File: src/verilog/mpcs_params.svh
// Constants for the multipurpose port with chip-select decode
`ifndef MPCS_PARAMS_SVH
`define MPCS_PARAMS_SVH

// ---------------------------------------------------------------
// Special function register addresses
// ---------------------------------------------------------------
`define MPCS_OFS_PIN0_BASE_LO   8'h84
`define MPCS_OFS_PIN0_BASE_HI   8'h85
`define MPCS_OFS_PORT_OPTIONS   8'h86
`define MPCS_OFS_PIN1_BASE_LO   8'h94
`define MPCS_OFS_PIN1_BASE_HI   8'h95
`define MPCS_OFS_PIN2_BASE_LO   8'hac
`define MPCS_OFS_PIN2_BASE_HI   8'had
`define MPCS_OFS_POLARITY       8'hae
`define MPCS_OFS_PIN3_BASE_LO   8'hb4
`define MPCS_OFS_PIN3_BASE_HI   8'hb5
`define MPCS_OFS_FUNC_CTRL_LO   8'hc2
`define MPCS_OFS_FUNC_CTRL_HI   8'hc3
`define MPCS_OFS_PORT_LATCH     8'hd8
// Bit addresses of the latch share the upper five bits of its byte address
`define MPCS_BIT_BLOCK          5'h1b

// ---------------------------------------------------------------
// Reset values and field positions
// ---------------------------------------------------------------
`define MPCS_LATCH_RESET        8'hff
`define MPCS_REG_RESET          8'h00
`define MPCS_POL_LSB            4
`define MPCS_HD_LSB             4
`define MPCS_PULLUP_BIT         0
`define MPCS_IRQ_PIN_A          2
`define MPCS_IRQ_PIN_B          3
`define MPCS_RD_DATA_NONE       8'h00
`define MPCS_FLD_FN_UPPER       7:6
`define MPCS_FLD_CMP_UPPER      5:4
`define MPCS_FLD_FN_LOWER       3:2
`define MPCS_FLD_CMP_LOWER      1:0

// ---------------------------------------------------------------
// Compare masks and reset filter
// ---------------------------------------------------------------
`define MPCS_MASK_FULL          16'hffff
`define MPCS_MASK_A1            16'hfffe
`define MPCS_MASK_A2            16'hfffc
`define MPCS_MASK_A8            16'hff00
`define MPCS_RST_SAMPLES        2

`endif

File: src/verilog/mpcs_pkg.sv
// Types shared by the multipurpose port design files
`default_nettype none

package mpcs_pkg;

  typedef enum logic [1:0] {
    MPCS_FN_GPIO  = 2'h0,
    MPCS_FN_RD    = 2'h1,
    MPCS_FN_WR    = 2'h2,
    MPCS_FN_RW    = 2'h3
  } mpcs_func_type;

  typedef enum logic [1:0] {
    MPCS_CMP_FULL = 2'h0,
    MPCS_CMP_A1   = 2'h1,
    MPCS_CMP_A2   = 2'h2,
    MPCS_CMP_A8   = 2'h3
  } mpcs_cmp_type;

  // Reset pin filter, Gray coded along idle -> one -> held
  typedef enum logic [1:0] {
    MPCS_RS_IDLE  = 2'h0,
    MPCS_RS_ONE   = 2'h1,
    MPCS_RS_HELD  = 2'h3
  } mpcs_rst_state_type;

endpackage

`default_nettype wire

File: src/verilog/mpcs_sync2.sv
// Two-stage synchroniser for pin levels
`default_nettype none

module mpcs_sync2 #(
  parameter int         WIDTH     = 8,
  parameter logic [7:0] RESET_VAL = 8'hff
) (
  input  wire logic             clk_i,
  input  wire logic             reset_i,
  input  wire logic [WIDTH-1:0] d_i,
  output var  logic [WIDTH-1:0] q_o
);

  logic [WIDTH-1:0] meta_q;

  // The first stage feeds only the second
  always_ff @(posedge clk_i or posedge reset_i) begin
    if (reset_i) begin
      meta_q <= RESET_VAL[WIDTH-1:0];
      q_o    <= RESET_VAL[WIDTH-1:0];
    end else begin
      meta_q <= d_i;
      q_o    <= meta_q;
    end
  end

endmodule

`default_nettype wire

File: src/verilog/mpcs_addr_match.sv
// Base address comparator for one chip-select pin
`default_nettype none
`include "mpcs_params.svh"

module mpcs_addr_match
  import mpcs_pkg::*;
(
  input  wire logic [15:0] addr_i,
  input  wire logic [15:0] base_i,
  input  wire logic [1:0]  cmp_len_i,
  output var  logic        match_o
);

  logic [15:0] mask;

  always_comb begin
    case (cmp_len_i)
      MPCS_CMP_FULL: mask = `MPCS_MASK_FULL;
      MPCS_CMP_A1:   mask = `MPCS_MASK_A1;
      MPCS_CMP_A2:   mask = `MPCS_MASK_A2;
      MPCS_CMP_A8:   mask = `MPCS_MASK_A8;
      default:       mask = `MPCS_MASK_FULL;
    endcase
    match_o = ((addr_i ^ base_i) & mask) == 16'h0000;
  end

endmodule

`default_nettype wire

File: src/verilog/mpcs_port.sv
// Multipurpose port: quasi-bidirectional I/O and decoded chip-select strobes
//
// Notes on behaviour
// - Port latch is a special function register; each pin configured on its own.
// - General setting: low four pins act as quasi-bidirectional I/O.
// - General setting: pins 2 and 3 feed external interrupts when enabled.
// - Read strobe setting: pin pulses with read strobe on matching address.
// - Write strobe setting: pin pulses with write strobe on matching address.
// - Read/write setting: pin pulses with either strobe on matching address.
// - Each of pins 0 to 3 has high and low base bytes forming a 16-bit base.
// - Two function control registers choose the setting of each of pins 0 to 3.
// - Options register holds high-drive enables for pins 4 to 7.
// - Port 0 open drain unless its pull-up option bit is set.
// - Reset loads the port latch with all ones.
// - Reset clears configuration, base, polarity and option registers.
// - Reset pin sampled once per machine cycle; needs two high samples.
// - Latch writable as a byte and as single addressed bits.
// - Function field: 00 I/O, 01 read, 10 write, 11 read/write.
// - Compare length: bits 15..0, 15..1, 15..2 or 15..8.
// - Polarity bit set gives active-high strobe, clear gives active low.
// - High control register holds pins 3 and 2; low holds pins 1 and 0.
`default_nettype none
`include "mpcs_params.svh"

module mpcs_port
  import mpcs_pkg::*;
(
  input  wire logic        clk_i,
  input  wire logic        reset_i,
  input  wire logic [7:0]  sfr_addr_i,
  input  wire logic        sfr_wr_i,
  input  wire logic        sfr_rd_i,
  input  wire logic [7:0]  sfr_wdata_i,
  output var  logic [7:0]  sfr_rdata_o,
  output var  logic        sfr_hit_o,
  input  wire logic [7:0]  bit_addr_i,
  input  wire logic        bit_wr_i,
  input  wire logic        bit_wdata_i,
  output var  logic        bit_rdata_o,
  input  wire logic [15:0] ext_addr_i,
  input  wire logic        ext_rd_i,
  input  wire logic        ext_wr_i,
  input  wire logic [1:0]  irq_en_i,
  input  wire logic [7:0]  pin_in_i,
  output var  logic [7:0]  pin_out_o,
  output var  logic [7:0]  pin_oe_o,
  output var  logic [3:0]  high_drive_enable_o,
  output var  logic        port0_pullup_enable_o,
  output var  logic        ext_irq_two_n_o,
  output var  logic        ext_irq_three_n_o,
  input  wire logic        rst_pin_i,
  input  wire logic        state5_phase2_i,
  output var  logic        sys_reset_o
);

  // ---------------------------------------------------------------
  // Register storage
  // ---------------------------------------------------------------
  localparam logic [7:0] BASE_LO_OFS [4] = '{`MPCS_OFS_PIN0_BASE_LO, `MPCS_OFS_PIN1_BASE_LO,
                                             `MPCS_OFS_PIN2_BASE_LO, `MPCS_OFS_PIN3_BASE_LO};
  localparam logic [7:0] BASE_HI_OFS [4] = '{`MPCS_OFS_PIN0_BASE_HI, `MPCS_OFS_PIN1_BASE_HI,
                                             `MPCS_OFS_PIN2_BASE_HI, `MPCS_OFS_PIN3_BASE_HI};

  logic [7:0]         latch_q;
  logic [7:0]         base_lo_q [4];
  logic [7:0]         base_hi_q [4];
  logic [7:0]         polarity_q;
  logic [7:0]         options_q;
  logic [7:0]         ctrl_lo_q;
  logic [7:0]         ctrl_hi_q;
  logic [7:0]         pin_sync;
  logic               rst_sync;
  logic               soft_rst;
  logic [3:0]         match;
  logic [3:0]         cs_active;
  logic [1:0]         pin_func [4];
  logic [1:0]         pin_cmp [4];
  logic [7:0]         rdata_d;
  logic               hit_d;
  logic               bit_hit;
  mpcs_rst_state_type rst_state_q;

  // ---------------------------------------------------------------
  // Pin and reset synchronisers
  // ---------------------------------------------------------------
  mpcs_sync2 #(
    .WIDTH     (8),
    .RESET_VAL (`MPCS_LATCH_RESET)
  ) u_pin_sync (
    .clk_i   (clk_i),
    .reset_i (reset_i),
    .d_i     (pin_in_i),
    .q_o     (pin_sync)
  );

  mpcs_sync2 #(
    .WIDTH     (1),
    .RESET_VAL (`MPCS_REG_RESET)
  ) u_rst_sync (
    .clk_i   (clk_i),
    .reset_i (reset_i),
    .d_i     (rst_pin_i),
    .q_o     (rst_sync)
  );

  // ---------------------------------------------------------------
  // Reset pin filter
  // ---------------------------------------------------------------
  // Sampling only at the phase strobe rejects glitches shorter than a machine cycle
  always_ff @(posedge clk_i or posedge reset_i) begin
    if (reset_i) begin
      rst_state_q <= MPCS_RS_IDLE;
    end else if (state5_phase2_i) begin
      case (rst_state_q)
        MPCS_RS_IDLE: rst_state_q <= rst_sync ? MPCS_RS_ONE : MPCS_RS_IDLE;
        MPCS_RS_ONE:  rst_state_q <= rst_sync ? MPCS_RS_HELD : MPCS_RS_IDLE;
        MPCS_RS_HELD: rst_state_q <= rst_sync ? MPCS_RS_HELD : MPCS_RS_IDLE;
        default:      rst_state_q <= MPCS_RS_IDLE;
      endcase
    end
  end

  assign soft_rst = (rst_state_q == MPCS_RS_HELD);

  always_ff @(posedge clk_i or posedge reset_i) begin
    if (reset_i) begin
      sys_reset_o <= 1'b1;
    end else begin
      sys_reset_o <= soft_rst;
    end
  end

  // ---------------------------------------------------------------
  // Port latch: byte and bit writes
  // ---------------------------------------------------------------
  assign bit_hit = (bit_addr_i[7:3] == `MPCS_BIT_BLOCK);

  always_ff @(posedge clk_i or posedge reset_i) begin
    if (reset_i) begin
      latch_q <= `MPCS_LATCH_RESET;
    end else if (soft_rst) begin
      latch_q <= `MPCS_LATCH_RESET;
    end else if (sfr_wr_i && sfr_addr_i == `MPCS_OFS_PORT_LATCH) begin
      latch_q <= sfr_wdata_i;
    end else if (bit_wr_i && bit_hit) begin
      latch_q[bit_addr_i[2:0]] <= bit_wdata_i;
    end
  end

  // ---------------------------------------------------------------
  // Configuration registers
  // ---------------------------------------------------------------
  always_ff @(posedge clk_i or posedge reset_i) begin
    if (reset_i) begin
      ctrl_lo_q  <= `MPCS_REG_RESET;
      ctrl_hi_q  <= `MPCS_REG_RESET;
      polarity_q <= `MPCS_REG_RESET;
      options_q  <= `MPCS_REG_RESET;
    end else if (soft_rst) begin
      ctrl_lo_q  <= `MPCS_REG_RESET;
      ctrl_hi_q  <= `MPCS_REG_RESET;
      polarity_q <= `MPCS_REG_RESET;
      options_q  <= `MPCS_REG_RESET;
    end else if (sfr_wr_i) begin
      case (sfr_addr_i)
        `MPCS_OFS_FUNC_CTRL_LO: ctrl_lo_q  <= sfr_wdata_i;
        `MPCS_OFS_FUNC_CTRL_HI: ctrl_hi_q  <= sfr_wdata_i;
        `MPCS_OFS_POLARITY:     polarity_q <= sfr_wdata_i;
        `MPCS_OFS_PORT_OPTIONS: options_q  <= sfr_wdata_i;
        default:                ctrl_lo_q  <= ctrl_lo_q;
      endcase
    end
  end

  // ---------------------------------------------------------------
  // Per-pin base registers, decode and strobes
  // ---------------------------------------------------------------
  // Pin 3 sits in the top of the high register, pin 0 in the bottom of the low
  assign pin_func[3] = ctrl_hi_q[`MPCS_FLD_FN_UPPER];
  assign pin_cmp[3]  = ctrl_hi_q[`MPCS_FLD_CMP_UPPER];
  assign pin_func[2] = ctrl_hi_q[`MPCS_FLD_FN_LOWER];
  assign pin_cmp[2]  = ctrl_hi_q[`MPCS_FLD_CMP_LOWER];
  assign pin_func[1] = ctrl_lo_q[`MPCS_FLD_FN_UPPER];
  assign pin_cmp[1]  = ctrl_lo_q[`MPCS_FLD_CMP_UPPER];
  assign pin_func[0] = ctrl_lo_q[`MPCS_FLD_FN_LOWER];
  assign pin_cmp[0]  = ctrl_lo_q[`MPCS_FLD_CMP_LOWER];

  for (genvar i = 0; i < 4; i++) begin : g_pin
    always_ff @(posedge clk_i or posedge reset_i) begin
      if (reset_i) begin
        base_lo_q[i] <= `MPCS_REG_RESET;
        base_hi_q[i] <= `MPCS_REG_RESET;
      end else if (soft_rst) begin
        base_lo_q[i] <= `MPCS_REG_RESET;
        base_hi_q[i] <= `MPCS_REG_RESET;
      end else if (sfr_wr_i && sfr_addr_i == BASE_LO_OFS[i]) begin
        base_lo_q[i] <= sfr_wdata_i;
      end else if (sfr_wr_i && sfr_addr_i == BASE_HI_OFS[i]) begin
        base_hi_q[i] <= sfr_wdata_i;
      end
    end

    mpcs_addr_match u_match (
      .addr_i    (ext_addr_i),
      .base_i    ({base_hi_q[i], base_lo_q[i]}),
      .cmp_len_i (pin_cmp[i]),
      .match_o   (match[i])
    );

    // Strobe inputs are the core's next-cycle values, so the registered pin
    // changes on the same edge as the core's own strobe pin
    always_comb begin
      case (pin_func[i])
        MPCS_FN_RD: cs_active[i] = ext_rd_i && match[i];
        MPCS_FN_WR: cs_active[i] = ext_wr_i && match[i];
        MPCS_FN_RW: cs_active[i] = (ext_rd_i || ext_wr_i) && match[i];
        default:    cs_active[i] = 1'b0;
      endcase
    end

    always_ff @(posedge clk_i or posedge reset_i) begin
      if (reset_i) begin
        pin_out_o[i] <= 1'b1;
        pin_oe_o[i]  <= 1'b0;
      end else if (pin_func[i] == MPCS_FN_GPIO) begin
        pin_out_o[i] <= latch_q[i];
        pin_oe_o[i]  <= ~latch_q[i];
      end else begin
        // Inactive level whenever no qualified match; latch never reaches the pin
        pin_out_o[i] <= cs_active[i] ~^ polarity_q[`MPCS_POL_LSB + i];
        pin_oe_o[i]  <= 1'b1;
      end
    end
  end

  // Upper nibble is plain quasi-bidirectional I/O; drive strength is separate
  for (genvar j = 4; j < 8; j++) begin : g_upper
    always_ff @(posedge clk_i or posedge reset_i) begin
      if (reset_i) begin
        pin_out_o[j] <= 1'b1;
        pin_oe_o[j]  <= 1'b0;
      end else begin
        pin_out_o[j] <= latch_q[j];
        pin_oe_o[j]  <= ~latch_q[j];
      end
    end
  end

  // ---------------------------------------------------------------
  // Options and interrupt outputs
  // ---------------------------------------------------------------
  always_ff @(posedge clk_i or posedge reset_i) begin
    if (reset_i) begin
      high_drive_enable_o   <= 4'h0;
      port0_pullup_enable_o <= 1'b0;
      ext_irq_two_n_o       <= 1'b1;
      ext_irq_three_n_o     <= 1'b1;
    end else begin
      high_drive_enable_o   <= options_q[`MPCS_HD_LSB +: 4];
      port0_pullup_enable_o <= options_q[`MPCS_PULLUP_BIT];
      // Held inactive while the pin is a strobe, so our own pulses never interrupt
      ext_irq_two_n_o   <= (irq_en_i[0] && pin_func[`MPCS_IRQ_PIN_A] == MPCS_FN_GPIO) ?
                           pin_sync[`MPCS_IRQ_PIN_A] : 1'b1;
      ext_irq_three_n_o <= (irq_en_i[1] && pin_func[`MPCS_IRQ_PIN_B] == MPCS_FN_GPIO) ?
                           pin_sync[`MPCS_IRQ_PIN_B] : 1'b1;
    end
  end

  // ---------------------------------------------------------------
  // Read path
  // ---------------------------------------------------------------
  always_comb begin
    rdata_d = `MPCS_RD_DATA_NONE;
    hit_d   = 1'b1;
    case (sfr_addr_i)
      `MPCS_OFS_PORT_LATCH:   rdata_d = pin_sync;
      `MPCS_OFS_FUNC_CTRL_LO: rdata_d = ctrl_lo_q;
      `MPCS_OFS_FUNC_CTRL_HI: rdata_d = ctrl_hi_q;
      `MPCS_OFS_POLARITY:     rdata_d = polarity_q;
      `MPCS_OFS_PORT_OPTIONS: rdata_d = options_q;
      `MPCS_OFS_PIN0_BASE_LO: rdata_d = base_lo_q[0];
      `MPCS_OFS_PIN0_BASE_HI: rdata_d = base_hi_q[0];
      `MPCS_OFS_PIN1_BASE_LO: rdata_d = base_lo_q[1];
      `MPCS_OFS_PIN1_BASE_HI: rdata_d = base_hi_q[1];
      `MPCS_OFS_PIN2_BASE_LO: rdata_d = base_lo_q[2];
      `MPCS_OFS_PIN2_BASE_HI: rdata_d = base_hi_q[2];
      `MPCS_OFS_PIN3_BASE_LO: rdata_d = base_lo_q[3];
      `MPCS_OFS_PIN3_BASE_HI: rdata_d = base_hi_q[3];
      default:                hit_d   = 1'b0;
    endcase
  end

  always_ff @(posedge clk_i or posedge reset_i) begin
    if (reset_i) begin
      sfr_rdata_o <= `MPCS_RD_DATA_NONE;
      sfr_hit_o   <= 1'b0;
      bit_rdata_o <= 1'b0;
    end else begin
      sfr_rdata_o <= sfr_rd_i ? rdata_d : `MPCS_RD_DATA_NONE;
      sfr_hit_o   <= sfr_rd_i && hit_d;
      bit_rdata_o <= bit_hit && pin_sync[bit_addr_i[2:0]];
    end
  end

  for (genvar k = 0; k < 4; k++) begin : g_chk

  end
endmodule

`default_nettype wire

File: config.mk
export PLATFORM = sky130hd
export DESIGN_NAME = mpcs_port
export DESIGN_NICKNAME = d
export VERILOG_FILES = /design/src/verilog/mpcs_pkg.sv /design/src/verilog/mpcs_sync2.sv /design/src/verilog/mpcs_addr_match.sv /design/src/verilog/mpcs_port.sv
export VERILOG_INCLUDE_DIRS = /design/src /design/src/verilog
export SDC_FILE = /design/constraint.sdc
export NUM_CORES = 1
export LEC_CHECK = 0
export BUFFER_PORTS_ARGS = -buffer_cell sky130_fd_sc_hd__buf_2
export CORE_MARGIN = 4
export CORE_UTILIZATION = 60
export CTS_CLUSTER_DIAMETER = 30
export CTS_CLUSTER_SIZE = 30
export DETAILED_ROUTE_END_ITERATION = 6
export PLACE_DENSITY = 0.88
export SLEW_MARGIN = 15
export SYNTH_ARGS = -nofsm -noshare
export SYNTH_HDL_FRONTEND = slang
export SYNTH_SLANG_ARGS = --single-unit
File: constraint.sdc
create_clock -name clk_i -period 14.6 [get_ports clk_i]
set_input_delay 1.46 -clock clk_i [delete_from_list [all_inputs] [get_ports clk_i]]
set_output_delay 1.46 -clock clk_i [all_outputs]
set_load 0.05 [all_outputs]
* Yosys cells after proc, flatten, opt, wreduce, memory -nomap -nowiden
Cells that the tools add are included.
** Operators by class
- Equality and inequality tests :: 44
- Order comparisons :: 2
- Reductions and logical operators :: 65
- Mux-type cells :: 64
- Bitwise logic cells :: 20
** Operator list (number)
- $mux W8 :: 36
- $pmux W16 S4 :: 4
- $eq A8 B8 Y1 const B :: 13
- $pmux W8 S13 :: 1
- $and A16 B16 Y16 :: 4
- $logic_not A16 Y1 :: 4
- $xor A16 B16 Y16 :: 4
- $eq A2 B2 Y1 const B :: 17
- $logic_and A1 B1 Y1 :: 27
- $reduce_bool A2 Y1 :: 13
- $eq A2 B1 Y1 const B :: 9
- $logic_not A2 Y1 :: 9
- $reduce_and A2 Y1 :: 8
- $mux W1 :: 14
- $reduce_or A13 Y1 :: 1
- $pmux W1 S3 :: 4
- $bwmux W8 :: 1
- $ne A2 B2 Y1 const B :: 4
- $not A1 Y1 :: 8
- $eq A5 B5 Y1 const B :: 1
- $lt A3 B4 Y1 const B :: 1
- $pmux W2 S2 :: 1
- $xnor A1 B1 Y1 :: 4
- $bmux W1 S3 :: 1
- other kinds (6) :: 6
** Storage, ports and cells
- Input bits :: 60
- Output and inout bits :: 34
- Word-level logic and storage cells :: 237
- Register bits after elaboration :: 158

* Longest topological paths before layout
Gate-level depths: netlist (run 1).
- Depth after elaboration :: 8
- Mapped depth :: 8
- Mapped depth without buffers :: 6

* Cells and area by module
A second synthesis (run 1) with hierarchy kept.
** Unflattened totals
- Cells, all modules :: 761
- Area total of the unflattened synthesis :: 7826.3 um^2
** Modules (own cells, without submodules)
- mpcs_port :: cells each 641, seq. area each 3527.1 um^2, times used 1, area each 6562.5 um^2
- mpcs_addr_match :: cells each 25, seq. area each 0.0 um^2, times used 4, area each 196.4 um^2
- mpcs_sync2 (u_pin_sync) :: cells each 17, seq. area each 420.4 um^2, times used 1, area each 424.2 um^2
- mpcs_sync2 (u_rst_sync) :: cells each 3, seq. area each 50.0 um^2, times used 1, area each 53.8 um^2

* Worst setup path before layout (run 1)
Ideal clock, no wire load.
- Path kind :: input -> register
- Start :: in sfr_addr_i[5]
- End :: reg base_hi_q[24] in the netlist's numbering
- Stages :: 7
- Setup time :: 132 ps
- Data arrival time :: 2817 ps
- Setup slack :: 11651 ps
- Buffers on the path :: 2
- Required time :: 14468 ps
- Cell sequence :: buf_6 -> or4b_4 -> nor2_8 -> and3_1 -> buf_6 -> mux2i_1 -> nor2_1
** On the way
- Cells in the longest elaborated chain, start to end :: 4
- Elaborated cells between the ends (all ways) :: 7
- Classes of those cells :: eq/ne (3); reduce/logical (4)
** Ends and longest elaborated chain
- from (decl) :: RTL line mpcs_port.sv:30 : input wire logic [7:0] sfr_addr_i,
- $eq A8 B8 Y1 (on tied branches) :: RTL line mpcs_port.sv:196, mpcs_port.sv:198
- $logic_and A1 B1 Y1 (on tied branches) :: RTL line mpcs_port.sv:196, mpcs_port.sv:198
- $ne A2 B2 Y1 (no source line) or $reduce_bool A2 Y1 (tied branches)
- $reduce_and A2 Y1 (no source line) *
- to (signal, indexed assignment) :: RTL line mpcs_port.sv:192 : base_hi_q[i] <= `MPCS_REG_RESET;
- to (signal, indexed assignment) :: RTL line mpcs_port.sv:195 : base_hi_q[i] <= `MPCS_REG_RESET;
- to (signal, indexed assignment) :: RTL line mpcs_port.sv:199 : base_hi_q[i] <= sfr_wdata_i;
- to (decl) :: RTL line mpcs_port.sv:66 : logic [7:0] base_hi_q [4];
Every way passes the cells marked *; elsewhere a longest branch is shown, timed or not.
A chain may end at the register's enable or synchronous reset.

* Final worst setup path (run 1)
- Start :: in sfr_addr_i[0]
- End :: reg options_q[7]
** On the way
- Cells in the longest elaborated chain, start to end :: 3
** Ends and longest elaborated chain
- $eq A8 B8 Y1 :: RTL line mpcs_port.sv:165 : case (sfr_addr_i)
- $reduce_bool A2 Y1 (no source line)
- $reduce_and A2 Y1 (no source line)
- to (signal assigned) :: RTL line mpcs_port.sv:158 : options_q <= `MPCS_REG_RESET;
- to (signal assigned) :: RTL line mpcs_port.sv:163 : options_q <= `MPCS_REG_RESET;
- to (signal assigned) :: RTL line mpcs_port.sv:169 : `MPCS_OFS_PORT_OPTIONS: options_q <= sfr_wdata_i;
- to (decl) :: RTL line mpcs_port.sv:68 : logic [7:0] options_q;
No other way between the ends.

==> qor.yml, run 1 <==
tns_ns: 0
period_share_pct: 24.45
synth_compound_area_share_pct: 12.42
dominantRegCellSynth: "dfrtp_1"
finClkSkew_ns: 0.01180
start_util_pct: 62.24
placeableCoreArea_um2: 12770
criticalPathCategory: "input port to register"
final_cells: 1022
die_area_um2: 15160
cts_setup_buffers: 0
pre_cts_slack_ns: 10.71
grt_max_degree: 95
netlist_top_cells_area: "dfrtp_1 (39%), dfstp_2 (12%), mux2i_1 (8.9%)"
avgRoutedWirePerCell_um: 24.52
avgSynthCellArea_um2: 10.30
grt_pass1_wl_um: 37920
die_w_um: 123.1
diodes: 0
synth_cell_types: 63
mostFrequentLayoutCell: "dfrtp_1"
first_iter_violations: 849
power_density_nw_per_um2: 126.0
hold_buffers: 0
cts_max_path_buffers: 2
worstSetupStartpointType: "input port"
synth_top_family_by_area: "simple AND/OR/NAND/NOR gates"
worst_slew_pin_slew_ns: 1.001
ant_nets: 0
synthCells: 772
drv_slew: 0
clk_pin_slew_ns: 0.07
syn_nets: 832
clock_latency_ns: 0.44
rsz0062_at_grt: "no"
cap_violations: 0
p_total_mw: 1.138
synth.largest_area_cell: "dfrtp_1"
cp.required_ns: 14.96
finalHoldViolations: 0
fmax_ghz: 0.2801
cts_made_buffers: 17
clock-sinks: 158
cts-root-buf: "clkbuf_16"
synth_mux_area_share_pct: 10.21
cp.arrival_ns: 3.93
slew_headroom_pct: 33.12
ys_ff_latch: 158
postRouteWirelength_um: 25060
finalWorstSetupSlack_ns: 11.03
gp_congestion: 1.062
htree_levels: 4
synth-xor-area-share_pct: 7.051
synthSimpleGateAreaFrac_pct: 16.32
synthAdderAreaFrac_pct: 0
yosysTopAreaCellShare_pct: 38.72
cts_tree: "built"
drcViolationCount: 0
status: "finished clean"
drive_above_1_share_pct: 22.59
grt_usage_pct: 34.44
setup_viol: 0
synth_edf_count: 0
ctsResizeCount: 0
n_fill_cell: 899
vdd_drop_max_v: 0.0001257
vias: 6639
antenna_found_initial: 0
final_area_um2: 9030
vias_per_cell: 6.496
worstSetupEndpointType: "register"
overflow: 0
area_growth_pct: 13.58
grt_pass1_vias: 6487
layout_common_cells: "dfrtp_1 (123), nand2_1 (105), buf_2 (93)"
netlist_area_um2: 7950
fp.dieH_um: 123.1
io_pins: 94
hold_path.class: "register to register"
period_needed_ns: 3.570
rows: 41
port_buffers: 93
ys_seq_area_share_pct: 50.28
p_leak_nw: 4.215
crit_path_max_fanout: 26
dp_cells: 990
yosys_warnings: 0
place_area_um2: 8416
ys_async_sr_fraction_pct: 100.0
place_hpwl_um: 18080
nets: 897
dr.pass1.iters: 7
==> critical path: stages <==
cell and delay, ns:
buf_2 0.30, nor2b_1 0.85, nand2_1 0.46, nor2_1 0.53, nand2_1 0.15, a21oi_1 0.17
==> Yosys cell counts, types with 4 or more instances <==
cell       count
nand2_1      105
o2bb2ai_1      6
a222oi_1       5
buf_6          4
mux2_2         9
inv_1         13
a22oi_1       12
nand4_1       10
a22o_1         5
dfrtp_1      123
clkbuf_1      25
xor2_1        27
o21ai_0       33
o21ai_1       15
o31ai_1        4
nor3_1         7
nor4_1        13
nand2b_1       7
nor2b_1        7
buf_2         17
and2_1         4
nor2_1        62
and3_1        10
mux2i_1       71
a31oi_1        6
dfstp_2       35
xnor2_1       37
a32oi_1        6
nand3_1        8
a32o_1         4
a21oi_1       26
nand3b_1       6
==> routing by layer <==
layer	track usage, %	up-vias	part of all wire (%)
li1	-	2858	-
met1	44.77	3223	38
met2	54.80	463	47
met3	7.823	95	10
met4	16.89	0	4.9
met5	0	-	0
==> report_power, final <==
part | internal (mW) | leakage [nW] | switching (mW)
Sequential | 0.479 | 2.03 | 0.0446
Combinational | 0.0556 | 1.88 | 0.0987
Clock | 0.270 | 0.302 | 0.190
Total | 0.805 | 4.21 | 0.333
==> per-stage QoR <==
step / hold slack [ns] / utilization (%)
finish: 0.3457 / 70.69
detailed placement: 0.3372 / 65.88
global route: 0.3561 / 70.69
floorplan: 0.3312 / -
CTS: 0.3533 / 70.69
global placement: 0.3427 / 65.88
==> registers in the layout, indices dropped and copies added, names as in the netlist, 4 cells and up <==
signal,cells
base_hi_q,32
base_lo_q,32
ctrl_hi_q,8
ctrl_lo_q,8
high_drive_enable_o,4
latch_q,8
options_q,8
pin_oe_o,8
pin_out_o,8
polarity_q,8
sfr_rdata_o,8
u_pin_sync.meta_q,8
u_pin_sync.q_o,8
==> layout make-up <==
| type | count | area (µm²) | area share (%) |
|---|---|---|---|
| Sequential cell | 158 | 3998 | 44.27 |
| Multi-Input combinational cell | 550 | 3657 | 40.50 |
| Timing Repair Buffer | 96 | 488.0 | 5.404 |
| Clock buffer | 19 | 464.2 | 5.141 |
| Tap cell | 172 | 215.2 | 2.383 |
| Clock inverter | 13 | 150.1 | 1.663 |
| Inverter | 14 | 57.56 | 0.6374 |
==> kinds of logic after synthesis <==
family,count (synthesis)
buf+inv,64
simple gates,260
xor+xnor,64
flops,158
compound gates,146
mux,80
==> path summary, 6_finish.rpt <==
path,cells after the start,slack (ns),endpoint,start
max,6,11.03,options_q[7]$_DFFE_PP0P_,sfr_addr_i[0]
min,0,0.35,u_rst_sync.q_o$_DFF_PP0_,u_rst_sync.meta_q$_DFF_PP0_
max reg2reg,6,12.20,base_lo_q[3]$_DFFE_PP0P_,rst_state_q[0]$_DFFE_PP0P_
min reg2reg,0,0.35,u_rst_sync.q_o$_DFF_PP0_,u_rst_sync.meta_q$_DFF_PP0_
max in group asynchronous,3,12.08,base_hi_q[1]$_DFFE_PP0P_,reset_i
min in group asynchronous,2,1.19,high_drive_enable_o[2]$_DFF_PP0_,reset_i
Power figures use the tool's default switching activity.
==> inputs of run 2 (changes only) <==
--- a/config.mk
+++ b/config.mk
@@ -6,13 +6,14 @@
 export SDC_FILE = /design/constraint.sdc
 export NUM_CORES = 1
 export LEC_CHECK = 0
+export ABC_AREA = 1
 export BUFFER_PORTS_ARGS = -buffer_cell sky130_fd_sc_hd__buf_2
 export CORE_MARGIN = 4
-export CORE_UTILIZATION = 60
+export CORE_UTILIZATION = 53
 export CTS_CLUSTER_DIAMETER = 30
 export CTS_CLUSTER_SIZE = 30
 export DETAILED_ROUTE_END_ITERATION = 6
-export PLACE_DENSITY = 0.88
+export PLACE_DENSITY = 0.82
 export SLEW_MARGIN = 15
 export SYNTH_ARGS = -nofsm -noshare
 export SYNTH_HDL_FRONTEND = slang
==> constraint.sdc (replaced) <==
create_clock -name clk_i -period 3.05 [get_ports clk_i]
set_input_delay 0.305 -clock clk_i [delete_from_list [all_inputs] [get_ports clk_i]]
set_output_delay 0.305 -clock clk_i [all_outputs]
set_load 0.05 [all_outputs]
==> qor.yml, run 2 <==
cp.required_ns: 3.32
power_density_nw_per_um2: 751.9
worst_slew_pin_slew_ns: 1.022
tns_ns: 0
pre_cts_slack_ns: 0.7997
vdd_drop_max_v: 0.0004327
dominantRegCellSynth: "dfrtp_1"
seq_power_share_pct: 43.4
vias: 8070
rsz0062_at_grt: "no"
synthSimpleGateAreaFrac_pct: 32.82
synthCells: 1159
finalWorstSetupSlack_ns: 0.9556
p_sw_share_pct: 38.15
synth_edf_count: 0
ys_ff_latch: 158
area_growth_pct: 16.34
finClkSkew_ns: 0.007907
diodes: 0
yosys_warnings: 0
io_pins: 94
synth_top_family_by_area: "simple AND/OR/NAND/NOR gates"
ys_async_sr_fraction_pct: 100.0
synthAdderAreaFrac_pct: 0
cts_made_buffers: 17
place_hpwl_um: 18640
final_area_um2: 9712
cts_max_path_buffers: 2
netlist_area_um2: 8348
criticalPathCategory: "register to register"
syn_nets: 1219
port_buffers: 93
status: "finished clean"
cts-root-buf: "clkbuf_16"
placeableCoreArea_um2: 15310
dr.pass1.iters: 5
hold_path.class: "input port to asynchronous set/reset pin"
yosys-top-cells-count: "nand2_1 (471), o21ai_0 (130), inv_1 (128)"
synth_cell_types: 36
intPower_mw: 4.516
htree_levels: 4
avgSynthCellArea_um2: 7.203
p_switching_mw: 2.786
vias_per_cell: 5.412
combPwrFrac_pct: 27.0
synth_most_common_cell: "nand2_1"
fp.dieH_um: 133.5
mostFrequentLayoutCell: "nand2_1"
die_area_um2: 17820
antenna_found_initial: 0
netlist_top_cells_area: "dfrtp_1 (37%), nand2_1 (21%), dfstp_2 (11%)"
cap_violations: 0
grt_pass1_vias: 7505
clk_pin_slew_ns: 0.07
p_clk_share_pct: 29.6
period_needed_ns: 2.094
layout_common_cells: "nand2_1 (471), o21ai_0 (130), inv_1 (127)"
nets: 1327
drive_above_1_share_pct: 15.78
p_total_mw: 7.302
ant_nets: 0
ff_latch_area_um2: 3998
period_share_pct: 68.67
top_regs: "base_hi_q (32), base_lo_q (32)"
fmax_ghz: 0.4775
first_iter_violations: 1099
crit_path_max_fanout: 16
synth_mux_area_share_pct: 0
start_util_pct: 54.51
grt_pass1_wl_um: 39750
cts_setup_buffers: 0
rows: 45
drv_slew: 0
ys_seq_area_share_pct: 47.89
synth.largest_area_cell: "dfrtp_1"
grt_max_degree: 50
die_w_um: 133.5
cp.arrival_ns: 2.37
drcViolationCount: 0
postRouteWirelength_um: 25050
final_util_pct: 63.42
setup_viol: 0
avgRoutedWirePerCell_um: 16.80
r2r_slack_ns: 0.96
grt_usage_pct: 28.92
worstSetupEndpointType: "register"
yosysTopAreaCellShare_pct: 36.87
clock-sinks: 158
multi_input_area_um2: 3702
finalHoldViolations: 0
synth_compound_area_share_pct: 10.79
overflow: 0
n_fill_cell: 1355
place_area_um2: 9020
slew_headroom_pct: 31.84
worstSetupStartpointType: "register"
cts_tree: "built"
synth-xor-area-share_pct: 0.7344
gp_congestion: 1.003
p_leak_nw: 5.036
clock_latency_ns: 0.44
run 2: worst paths after layout:
check	cells past startpoint	end	startpoint
setup / recovery	4	ctrl_lo_q[2]$_DFFE_PP0P_	rst_state_q[0]$_DFFE_PP0P_
hold / removal	2	pin_oe_o[5]$_DFF_PP0_	reset_i
setup reg to reg	4	ctrl_lo_q[2]$_DFFE_PP0P_	rst_state_q[0]$_DFFE_PP0P_
hold reg to reg	0	u_rst_sync.q_o$_DFF_PP0_	u_rst_sync.meta_q$_DFF_PP0_
max in group asynchronous	3	u_pin_sync.meta_q[5]$_DFF_PP1_	reset_i
min in group clk_i	2	ext_irq_two_n_o$_DFF_PP1_	irq_en_i[0]
run 2: kinds of logic after synthesis:
family                    after synthesis
xor gates and xnor gates                7
and+or+nand+nor                       671
AOI/OAI and AO/OA                     164
buffers and inverters                 159
DFF                                   158
run 2: layout make-up:
class | instances | share of cell area (%)
Clock inverter | 12 | 1.275
Tap cell | 211 | 2.718
Timing Repair Buffer | 109 | 6.390
Multi-Input combinational cell | 842 | 38.12
Sequential cell | 158 | 41.16
Clock buffer | 20 | 4.921
Inverter | 139 | 5.411
run 2: routing by layer:
metal	part of all wire, %	GRT usage (%)	routed length [µm]	up-vias
li1	-	-	-	3834
met1	42	41.91	10640	3726
met2	43	41.53	10810	445
met3	11	7.477	2748	65
met4	3.4	11.77	849	0
met5	0	0	0	-
run 2: per-stage QoR:
stage               instances  hold slack (ns)
finish                   1491          0.01100
detailed placement       1450           0.3426
CTS                      1491          0.01794
floorplan                1159           0.3095
global placement         1450           0.3391
global route             1491          0.02885
run 2: power groups by stage:
| stage | Sequential [mW] | Clock, mW | Combinational, mW |
|---|---|---|---|
| after global routing | 3.23 | 2.25 | 2.20 |
| after detailed placement | 3.17 | 0 | 1.92 |
| after floorplan | 3.39 | 0 | 1.09 |
| final | 3.17 | 2.16 | 1.98 |
| after CTS | 3.15 | 2.15 | 1.94 |
| after global placement | 3.15 | 0 | 1.87 |
run 2: what timing repair did:
item,4_1_cts,5_1_grt
hold buffers,9,0
setup endpoints to repair,0,0
gates resized for setup,0,0
hold endpoints to repair,9,0
run 2: worst max-delay path: stages, from the launching register on:
cell and delay, ns:
dfrtp_1 0.39, nand2_1 0.11, clkinv_1 0.32, a21oi_1 0.91, o21ai_0 0.20
